### config.mk
export PLATFORM = sky130hd
export DESIGN_NAME = idr_irq_dma_router
export DESIGN_NICKNAME = d
export VERILOG_FILES = /design/src/hw/idr_pkg.sv /design/src/hw/idr_irq_dma_router.sv /design/src/hw/idr_route.sv
export VERILOG_INCLUDE_DIRS = /design/src /design/src/hw
export SDC_FILE = /design/constraint.sdc
export NUM_CORES = 1
export LEC_CHECK = 0
export BUFFER_PORTS_ARGS = -buffer_cell sky130_fd_sc_hd__buf_2
export CAP_MARGIN = 40
export CORE_MARGIN = 10
export CORE_UTILIZATION = 62
export CTS_CLUSTER_DIAMETER = 150
export DETAILED_ROUTE_END_ITERATION = 10
export GPL_ROUTABILITY_DRIVEN = 0
export PLACE_DENSITY = 0.87
export SKIP_CTS_REPAIR_TIMING = 1
export SLEW_MARGIN = 30
export SYNTH_ARGS = -nofsm -noshare
export SYNTH_HDL_FRONTEND = slang
export SYNTH_SLANG_ARGS = --single-unit
### constraint.sdc
create_clock -name sys_clk -period 7.5 [get_ports sys_clk]
set_input_delay 1.5 -clock sys_clk [delete_from_list [all_inputs] [get_ports sys_clk]]
set_output_delay 1.5 -clock sys_clk [all_outputs]
set_load 0.05 [all_outputs]
### src/hw/idr_regs.svh
// Configuration offsets, field positions and reset values of the IRQ/DMA router
`ifndef IDR_REGS_SVH
`define IDR_REGS_SVH

// ----------------------------------------------------------------
// Configuration port placement
// ----------------------------------------------------------------
`define IDR_CFG_BASE_STRAP0   16'h002E
`define IDR_CFG_BASE_STRAP1   16'h004E

// ----------------------------------------------------------------
// Global configuration register indices
// ----------------------------------------------------------------
`define IDR_GREG_SOFT_RST     8'h02
`define IDR_GREG_LDN          8'h07
`define IDR_GREG_BASE_LO      8'h26
`define IDR_GREG_BASE_HI      8'h27
`define IDR_SOFT_RST_BIT      0

// ----------------------------------------------------------------
// Per logical device register indices
// ----------------------------------------------------------------
`define IDR_REG_ACTIVATE      8'h30
`define IDR_REG_IRQ_SEL       8'h70
`define IDR_REG_DMA_SEL       8'h74
`define IDR_REG_OPTION        8'hF1
`define IDR_ACTIVATE_BIT      0
`define IDR_IRQ8_POL_BIT      0

// ----------------------------------------------------------------
// Logical device numbers
// ----------------------------------------------------------------
`define IDR_LDN_FLOPPY        8'h00
`define IDR_LDN_PPORT         8'h03
`define IDR_LDN_UART1         8'h04
`define IDR_LDN_UART2         8'h05
`define IDR_LDN_KBD           8'h07
`define IDR_LDN_RUNTIME       8'h0A
`define IDR_LDN_SMBUS         8'h0B

// ----------------------------------------------------------------
// Reset values
// ----------------------------------------------------------------
`define IDR_IRQ_SEL_RST_FLOPPY 4'h6
`define IDR_IRQ_SEL_RST        4'h0
`define IDR_DMA_SEL_RST_FLOPPY 3'h2
`define IDR_DMA_SEL_RST        3'h4
`define IDR_ACTIVATE_RST       1'b0
`define IDR_IRQ8_POL_RST       1'b0

// ----------------------------------------------------------------
// Field encodings
// ----------------------------------------------------------------
`define IDR_IRQ_LINE_POL      8
`define IDR_DMA_MAX           3'h3
`define IDR_ECP_MODE_FIFO     3'h2
`define IDR_ECP_MODE_ECP      3'h3
`define IDR_ECP_MODE_TEST     3'h6

`endif

### src/hw/idr_pkg.sv
// Types shared by the IRQ/DMA router
package idr_pkg;
    typedef logic [3:0] idr_irq_sel_t;
    typedef logic [2:0] idr_dma_sel_t;

    // Slot order of the logical devices with interrupt and DMA selects
    typedef enum logic [2:0] {
        IDR_S_FLOPPY = 3'h0,
        IDR_S_PPORT  = 3'h1,
        IDR_S_UART1  = 3'h2,
        IDR_S_UART2  = 3'h3,
        IDR_S_KBD    = 3'h4,
        IDR_S_SMBUS  = 3'h5
    } idr_slot_e;
endpackage

### src/hw/idr_irq_dma_router.sv
// Configuration port and IRQ/DMA routing of the logical devices
`timescale 1ns/1ps
`include "idr_regs.svh"

module idr_irq_dma_router
    import idr_pkg::*;
#(
    parameter int NSLOT = 6
) (
    // Clock and reset
    input  wire logic             sys_clk,
    input  wire logic             rstn,
    // Strap
    input  wire logic             cfg_port_strap,
    // Host I/O access
    input  wire logic [15:0]      io_addr,
    input  wire logic             io_wr,
    input  wire logic             io_rd,
    input  wire logic [7:0]       io_wdata,
    output logic [7:0]            io_rdata,
    output logic                  io_rdata_hit,
    // Logical device requests and base decode status
    input  wire logic [NSLOT-1:0] dev_irq_req,
    input  wire logic [NSLOT-1:0] dev_dma_req,
    input  wire logic [NSLOT-1:0] dev_base_valid,
    // Floppy local state
    input  wire logic             floppy_dma_gate,
    input  wire logic             floppy_powered_down,
    // Parallel port local state
    input  wire logic             pport_irq_gate,
    input  wire logic             pport_ecp_mode,
    input  wire logic [2:0]       ecp_mode_sel,
    input  wire logic             ecp_service_irq_bit,
    input  wire logic             ecp_dma_gate,
    // UART local state
    input  wire logic [3:0]       uart1_irq_enable_reg,
    input  wire logic             uart1_aux_output_two,
    input  wire logic [3:0]       uart2_irq_enable_reg,
    input  wire logic             uart2_aux_output_two,
    // Keyboard and SMBus local state
    input  wire logic             kbd_irq_gate,
    input  wire logic             smbus_irq_gate,
    // System management and serial IRQ mode
    input  wire logic             smi_req,
    input  wire logic             serirq_mode,
    // Routed outputs
    output logic [15:0]           irq_out,
    output logic [3:0]            dma_req_out,
    output logic                  system_mgmt_irq_n,
    output logic [15:0]           serirq_irq_frame
);

    // ----------------------------------------------------------------
    // Configuration state
    // ----------------------------------------------------------------
    logic [15:0]        cfg_base_r,  cfg_base_nxt;
    logic               strap_done_r, strap_done_nxt;
    logic [7:0]         index_r,     index_nxt;
    logic [7:0]         ldn_r,       ldn_nxt;
    logic               irq8_pol_r,  irq8_pol_nxt;
    logic [NSLOT-1:0]   act_r,       act_nxt;
    idr_irq_sel_t       irq_sel_r [NSLOT];
    idr_irq_sel_t       irq_sel_nxt [NSLOT];
    idr_dma_sel_t       dma_sel_r [NSLOT];
    idr_dma_sel_t       dma_sel_nxt [NSLOT];
    logic [7:0]         rdata_nxt;
    logic               rhit_nxt;

    logic               idx_hit;
    logic               dat_hit;
    logic               soft_rst;
    logic               slot_ok;
    logic [2:0]         slot;

    // Index port at base, data at base plus one
    assign idx_hit  = (io_addr == cfg_base_r);
    assign dat_hit  = (io_addr == cfg_base_r + 16'h0001);
    assign soft_rst = io_wr && dat_hit && index_r == `IDR_GREG_SOFT_RST
                      && io_wdata[`IDR_SOFT_RST_BIT];

    // Logical device number to slot
    always_comb begin
        slot_ok = 1'b1;
        slot    = 3'h0;
        if (ldn_r == `IDR_LDN_FLOPPY) begin
            slot = IDR_S_FLOPPY;
        end else if (ldn_r == `IDR_LDN_PPORT) begin
            slot = IDR_S_PPORT;
        end else if (ldn_r == `IDR_LDN_UART1) begin
            slot = IDR_S_UART1;
        end else if (ldn_r == `IDR_LDN_UART2) begin
            slot = IDR_S_UART2;
        end else if (ldn_r == `IDR_LDN_KBD) begin
            slot = IDR_S_KBD;
        end else if (ldn_r == `IDR_LDN_SMBUS) begin
            slot = IDR_S_SMBUS;
        end else begin
            slot_ok = 1'b0;
        end
    end

    always_comb begin
        cfg_base_nxt   = cfg_base_r;
        strap_done_nxt = 1'b1;
        index_nxt      = index_r;
        ldn_nxt        = ldn_r;
        irq8_pol_nxt   = irq8_pol_r;
        act_nxt        = act_r;
        irq_sel_nxt    = irq_sel_r;
        dma_sel_nxt    = dma_sel_r;
        rdata_nxt      = 8'h00;
        rhit_nxt       = 1'b0;
        // Strap caught on the first edge after reset release
        if (!strap_done_r) begin
            cfg_base_nxt = cfg_port_strap ? `IDR_CFG_BASE_STRAP1
                                          : `IDR_CFG_BASE_STRAP0;
        end else if (soft_rst) begin
            act_nxt = '0;
            for (int i = 0; i < NSLOT; i++) begin
                irq_sel_nxt[i] = (i == IDR_S_FLOPPY) ? `IDR_IRQ_SEL_RST_FLOPPY
                                                     : `IDR_IRQ_SEL_RST;
                dma_sel_nxt[i] = (i == IDR_S_FLOPPY) ? `IDR_DMA_SEL_RST_FLOPPY
                                                     : `IDR_DMA_SEL_RST;
            end
        end else if (io_wr && idx_hit) begin
            index_nxt = io_wdata;
        end else if (io_wr && dat_hit) begin
            if (index_r == `IDR_GREG_LDN) begin
                ldn_nxt = io_wdata;
            end else if (index_r == `IDR_GREG_BASE_LO) begin
                cfg_base_nxt[7:0] = io_wdata;
            end else if (index_r == `IDR_GREG_BASE_HI) begin
                cfg_base_nxt[15:8] = io_wdata;
            end else if (index_r == `IDR_REG_OPTION && ldn_r == `IDR_LDN_RUNTIME) begin
                irq8_pol_nxt = io_wdata[`IDR_IRQ8_POL_BIT];
            end else if (slot_ok && index_r == `IDR_REG_ACTIVATE) begin
                act_nxt[slot] = io_wdata[`IDR_ACTIVATE_BIT];
            end else if (slot_ok && index_r == `IDR_REG_IRQ_SEL) begin
                irq_sel_nxt[slot] = io_wdata[3:0];
            end else if (slot_ok && index_r == `IDR_REG_DMA_SEL) begin
                dma_sel_nxt[slot] = io_wdata[2:0];
            end
        end
        // Read answer one cycle after the strobe; reserved bits read zero
        if (io_rd && idx_hit) begin
            rhit_nxt  = 1'b1;
            rdata_nxt = index_r;
        end else if (io_rd && dat_hit) begin
            rhit_nxt = 1'b1;
            if (index_r == `IDR_GREG_LDN) begin
                rdata_nxt = ldn_r;
            end else if (index_r == `IDR_GREG_BASE_LO) begin
                rdata_nxt = cfg_base_r[7:0];
            end else if (index_r == `IDR_GREG_BASE_HI) begin
                rdata_nxt = cfg_base_r[15:8];
            end else if (index_r == `IDR_REG_OPTION && ldn_r == `IDR_LDN_RUNTIME) begin
                rdata_nxt = {7'h00, irq8_pol_r};
            end else if (slot_ok && index_r == `IDR_REG_ACTIVATE) begin
                rdata_nxt = {7'h00, act_r[slot]};
            end else if (slot_ok && index_r == `IDR_REG_IRQ_SEL) begin
                rdata_nxt = {4'h0, irq_sel_r[slot]};
            end else if (slot_ok && index_r == `IDR_REG_DMA_SEL) begin
                rdata_nxt = {5'h00, dma_sel_r[slot]};
            end
        end
    end

    always_ff @(posedge sys_clk or negedge rstn) begin
        if (!rstn) begin
            cfg_base_r   <= `IDR_CFG_BASE_STRAP0;
            strap_done_r <= 1'b0;
            index_r      <= 8'h00;
            ldn_r        <= 8'h00;
            irq8_pol_r   <= `IDR_IRQ8_POL_RST;
            act_r        <= '0;
            io_rdata     <= 8'h00;
            io_rdata_hit <= 1'b0;
            for (int i = 0; i < NSLOT; i++) begin
                irq_sel_r[i] <= (i == IDR_S_FLOPPY) ? `IDR_IRQ_SEL_RST_FLOPPY
                                                    : `IDR_IRQ_SEL_RST;
                dma_sel_r[i] <= (i == IDR_S_FLOPPY) ? `IDR_DMA_SEL_RST_FLOPPY
                                                    : `IDR_DMA_SEL_RST;
            end
        end else begin
            cfg_base_r   <= cfg_base_nxt;
            strap_done_r <= strap_done_nxt;
            index_r      <= index_nxt;
            ldn_r        <= ldn_nxt;
            irq8_pol_r   <= irq8_pol_nxt;
            act_r        <= act_nxt;
            io_rdata     <= rdata_nxt;
            io_rdata_hit <= rhit_nxt;
            irq_sel_r    <= irq_sel_nxt;
            dma_sel_r    <= dma_sel_nxt;
        end
    end

    // ----------------------------------------------------------------
    // Local enables of each logical device
    // ----------------------------------------------------------------
    logic [NSLOT-1:0] loc_irq_en;
    logic [NSLOT-1:0] loc_dma_en;
    logic             ecp_irq_forced;

    assign ecp_irq_forced = ecp_mode_sel == `IDR_ECP_MODE_FIFO
                         || ecp_mode_sel == `IDR_ECP_MODE_ECP
                         || ecp_mode_sel == `IDR_ECP_MODE_TEST;

    always_comb begin
        loc_irq_en = '0;
        loc_dma_en = '0;
        loc_irq_en[IDR_S_FLOPPY] = floppy_dma_gate && !floppy_powered_down;
        loc_dma_en[IDR_S_FLOPPY] = floppy_dma_gate && !floppy_powered_down;
        if (pport_ecp_mode) begin
            loc_irq_en[IDR_S_PPORT] = (ecp_irq_forced || pport_irq_gate)
                                      && !ecp_service_irq_bit;
            loc_dma_en[IDR_S_PPORT] = ecp_dma_gate;
        end else begin
            loc_irq_en[IDR_S_PPORT] = pport_irq_gate;
        end
        loc_irq_en[IDR_S_UART1] = |uart1_irq_enable_reg && uart1_aux_output_two;
        loc_irq_en[IDR_S_UART2] = |uart2_irq_enable_reg && uart2_aux_output_two;
        loc_irq_en[IDR_S_KBD]   = kbd_irq_gate;
        loc_irq_en[IDR_S_SMBUS] = smbus_irq_gate;
    end

    // ----------------------------------------------------------------
    // Per-slot decode and merge
    // ----------------------------------------------------------------
    logic [15:0] slot_irq [NSLOT];
    logic [3:0]  slot_dma [NSLOT];
    logic [15:0] irq_any;
    logic [3:0]  dma_any;

    for (genvar g = 0; g < NSLOT; g++) begin : g_slot
        idr_route u_route (
            .irq_sel (irq_sel_r[g]),
            .dma_sel (dma_sel_r[g]),
            .irq_req (dev_irq_req[g]),
            .irq_en  (loc_irq_en[g] && act_r[g] && dev_base_valid[g]),
            .dma_req (dev_dma_req[g]),
            .dma_en  (loc_dma_en[g] && act_r[g] && dev_base_valid[g]),
            .irq_vec (slot_irq[g]),
            .dma_vec (slot_dma[g])
        );
    end

    always_comb begin
        irq_any = 16'h0000;
        dma_any = 4'h0;
        for (int i = 0; i < NSLOT; i++) begin
            irq_any = irq_any | slot_irq[i];
            dma_any = dma_any | slot_dma[i];
        end
    end

    // ----------------------------------------------------------------
    // Output registers
    // ----------------------------------------------------------------
    logic [15:0] irq_lvl;
    logic [15:0] irq_out_nxt;
    logic [15:0] frame_nxt;

    always_comb begin
        irq_lvl = irq_any;
        // Level 8 inverted when programmed active low
        irq_lvl[`IDR_IRQ_LINE_POL] = irq_any[`IDR_IRQ_LINE_POL] ^ irq8_pol_r;
        irq_out_nxt = serirq_mode ? 16'h0000 : irq_lvl;
        frame_nxt   = serirq_mode ? irq_lvl : 16'h0000;
    end

    always_ff @(posedge sys_clk or negedge rstn) begin
        if (!rstn) begin
            irq_out           <= 16'h0000;
            dma_req_out       <= 4'h0;
            system_mgmt_irq_n <= 1'b1;
            serirq_irq_frame  <= 16'h0000;
        end else begin
            irq_out           <= irq_out_nxt;
            dma_req_out       <= dma_any;
            system_mgmt_irq_n <= !smi_req;
            serirq_irq_frame  <= frame_nxt;
        end
    end
endmodule

### src/hw/idr_route.sv
// One logical device's decode of its level and channel selects
`timescale 1ns/1ps
`include "idr_regs.svh"
module idr_route
    import idr_pkg::*;
(
    // Selects
    input  wire idr_irq_sel_t irq_sel,
    input  wire idr_dma_sel_t dma_sel,
    // Request and gating
    input  wire logic         irq_req,
    input  wire logic         irq_en,
    input  wire logic         dma_req,
    input  wire logic         dma_en,
    // Decoded lines
    output logic [15:0]       irq_vec,
    output logic [3:0]        dma_vec
);

    always_comb begin
        irq_vec = 16'h0000;
        // Zero selects nothing, 1..15 picks the line
        if (irq_sel != 4'h0 && irq_en && irq_req) begin
            irq_vec[irq_sel] = 1'b1;
        end
    end

    always_comb begin
        dma_vec = 4'h0;
        // Only 1..3 drive a channel; 0 reserved, 4..7 none
        if (dma_sel != 3'h0 && dma_sel <= `IDR_DMA_MAX && dma_en && dma_req) begin
            dma_vec[dma_sel[1:0]] = 1'b1;
        end
    end

endmodule

==> flow_summary.ini <==
[pwr]
p_leak_nw = 3.86
ir_worst_vdd_uv = 113
p_per_area_nw_per_um2 = 184

[critical_path]
rr_endpoint = ldn_r[2]
critPathCapture = ldn_r[2]
end_kind = register
cp_slowest_cell = nor4b_4
rrSetupSlack_ns = 3.56
crit_family = simple AND/OR/NAND/NOR gates
crit_path_cell_trace = buf_2 -> xnor2_1 -> or3b_2 -> and2_1 -> nor4_2 -> nand4_4 -> nor4b_4 -> mux2_2
crit_path_start_kind = input pin
crit_cells = 8
worst-path-max-fanout = 9
cp-startpoint = io_addr[14]
arrival_ns = 4.50
slowest_delay_ns = 0.65
path_buf_inv = 1
rr_startpoint = cfg_base_r[1]
crit_type = in2reg
reg2reg_depth = 8
cp.required_ns = 7.81

[synth]
synthTopCellsByCount = 115 x dfrtp_1, 78 x o21ai_0, 62 x nand2_1
ys_seq_area_share_pct = 42.2
synthMostInstantiatedCell = dfrtp_1
synth.area.top_cells = dfrtp_1 38%, o21ai_0 5.1%, dfstp_2 4.5%
synth_edf_count = 0
synth_ff_type = dfrtp_1
yosysTopAreaCellShare_pct = 37.7
syn_inst = 846
ys_ff_latch = 128
synth_area_per_cell_um2 = 9.02
synth_area_leader_cell = dfrtp_1
netlist_area_um2 = 7630
yosysUniqueCellTypes = 75
synthArstFlopShare_pct = 100
ys_warn_count = 0

[route]
firstDrtPassIters = 8
postRouteWirelength_um = 23500
drc_errors = 0
vias_per_cell = 6.85
first_iter_violations = 1200
ant_nets = 0
num_vias = 7509
wl_per_cell_um = 21.4

[floorplan]
row_count = 40
io_pins = 116
initial_core_util_pct = 63.5
fp.dieW_um = 131
core_area_um2 = 12000
dieArea_um2 = 17100
dieHeight_um = 131

[global_route]
use_met2_pct = 41.8
grt_use_met1_pct = 34.3
grt_usage_pct = 27.1
antenna_found_initial = 0
use_met3_pct = 7.74
grt_remaining_overflow = 0
grt_pass1_wl_um = 36500
grt_max_degree = 70
first_global_vias = 7139
grt-busiest-layer = met2

[timing]
hold_viol = 0
timing.final.crit_share_pct = 55.8
worst_pin_slew_ns = 0.772
maxSlewHeadroom_pct = 48.0
min_period_ns = 4.18
finalSetupTns_ns = 0
rsz0062_at_grt = no
worst_clock_skew_ns = 0.0105
max_freq_mhz = 239
finalSetupViolations = 0
report.final.slew_viol_count = 0
setup_slack_ns = 3.32

[status]
status = finished clean

[clock_network]
cts_sinks = 128
clk-insertion-delay-late_ns = 0.43
cts_root_buf = clkbuf_16
h-tree-depth = 4
cts_tree = done
cts_buffers = 17
clk_pin_slew_ns = 0.06
clk_path_buf_depth = 2

[cells_and_area]
layout.nets = 1008
area_delta_synth_final_pct = 17.1
diodes = 0
n_fill_cell = 822
post-route-util_pct = 74.4
multi_input_area_um2 = 4150
ff_latch_area_um2 = 3220
drive_gt1_share_pct = 21.9

[worst_hold_path]
hold_depth = 2
hold_path_class = reg2reg

[place]
dpl.hpwl_um = 16400
preCtsSetupSlack_ns = 2.97
io_buffers = 111

[flow_run]
cap_violations = 0
-- per-layer routing --
| metal | part of all wire [%] | wire length [µm] |
|---|---|---|
| met4 | 4.0 | 934 |
| met3 | 12 | 2790 |
| met2 | 46 | 10800 |
| met1 | 38 | 8950 |
| met5 | 0 | 0 |
-- cell type report --
type	count	area share, %
multi-input cells	650	46.4
flip-flops and latches	128	36.0
repair buffers	124	7.75
clock buffers	19	4.96
clock inverters	13	2.10
well taps	147	2.06
inverters	16	0.672
-- worst register-to-register path, cell delays in order, from the launching register on --
cell and delay, ns:
dfstp_2 0.65, ha_1 0.29, nand4_1 0.18, or4_1 0.52
and2_1 0.20, nor4_2 0.60, nand4_4 0.33, nor4b_4 0.65
mux2_2 0.41
-- where the power goes --
group / switching (mW) / total [mW] / internal, mW
sequential: 0.00452 / 0.699 / 0.694
combinational: 0.0460 / 0.0740 / 0.0281
clock: 0.308 / 0.873 / 0.564
-- placed cells by master, fill, tap and decap left out, types with 11 or more instances in the layout --
| cell | instances |
|---|---|
| dfrtp_1 | 115 |
| buf_2 | 111 |
| o21ai_0 | 78 |
| nand2_1 | 62 |
| nor2_1 | 58 |
| nand3_1 | 49 |
| a21oi_1 | 30 |
| mux2_2 | 26 |
| nor2b_1 | 21 |
| nor3_1 | 21 |
| nor4_1 | 20 |
| mux2i_1 | 19 |
| clkbuf_16 | 17 |
| inv_1 | 16 |
| nand4_1 | 15 |
| a22oi_1 | 13 |
| xnor2_1 | 13 |
| and2_1 | 13 |
| nand2b_1 | 13 |
| dfstp_2 | 13 |
| o22ai_1 | 12 |
| and3_1 | 11 |
-- kinds of logic after synthesis --
kind of cell / count (synthesis) / synth area share (%)
adder cells (fa/ha/maj): 1 / 0.164
buffers and inverters: 70 / 3.62
AO/OA/AOI/OAI: 241 / 20.8
flip-flops: 128 / 42.2
other: 2 / 0.0984
AND/OR/NAND/NOR: 337 / 24.2
XOR/XNOR: 22 / 2.53
multiplexers: 45 / 6.33
-- sequential cells by signal (all words and copies together) (netlist names) --
| register | flops |
|---|---|
| irq_out | 16 |
| dma_req_out | 4 |
| strap_done_r | 1 |
| index_r | 8 |
| irq8_pol_r | 1 |
| serirq_irq_frame | 16 |
| act_r | 6 |
| ldn_r | 8 |
| irq_sel_r | 24 |
| cfg_base_r | 16 |
| io_rdata_hit | 1 |
| io_rdata | 8 |
| system_mgmt_irq_n | 1 |
| dma_sel_r | 18 |
-- through the flow --
step | hold slack (ns) | cells | power (mW) | cell area [µm²]
5_1_grt | 0.564 | 1097 | 1.69 | 8930
6_report | 0.514 | 1097 | 1.65 | 8930
3_5_place_dp | 0.507 | 1059 | 0.780 | 8220
4_1_cts | 0.520 | 1091 | 1.64 | 8850
3_3_place_gp | 0.494 | 1057 | 0.778 | 8200
2_1_floorplan | 0.468 | 848 | 0.737 | 7640
-- how the worst min path moves through the flow --
stage / start / end / slack [ns]
floorplan: dma_sel_r[3] / dma_sel_r[3] / 0.47
global placement: dma_sel_r[10] / dma_sel_r[10] / 0.49
detailed placement: dma_sel_r[0] / dma_sel_r[0] / 0.51
CTS: dma_sel_r[0] / dma_sel_r[0] / 0.52
global route: dma_sel_r[0] / dma_sel_r[0] / 0.56
finish: dma_sel_r[6] / dma_sel_r[6] / 0.51
Note: power is estimated with default switching activity, not from simulation.
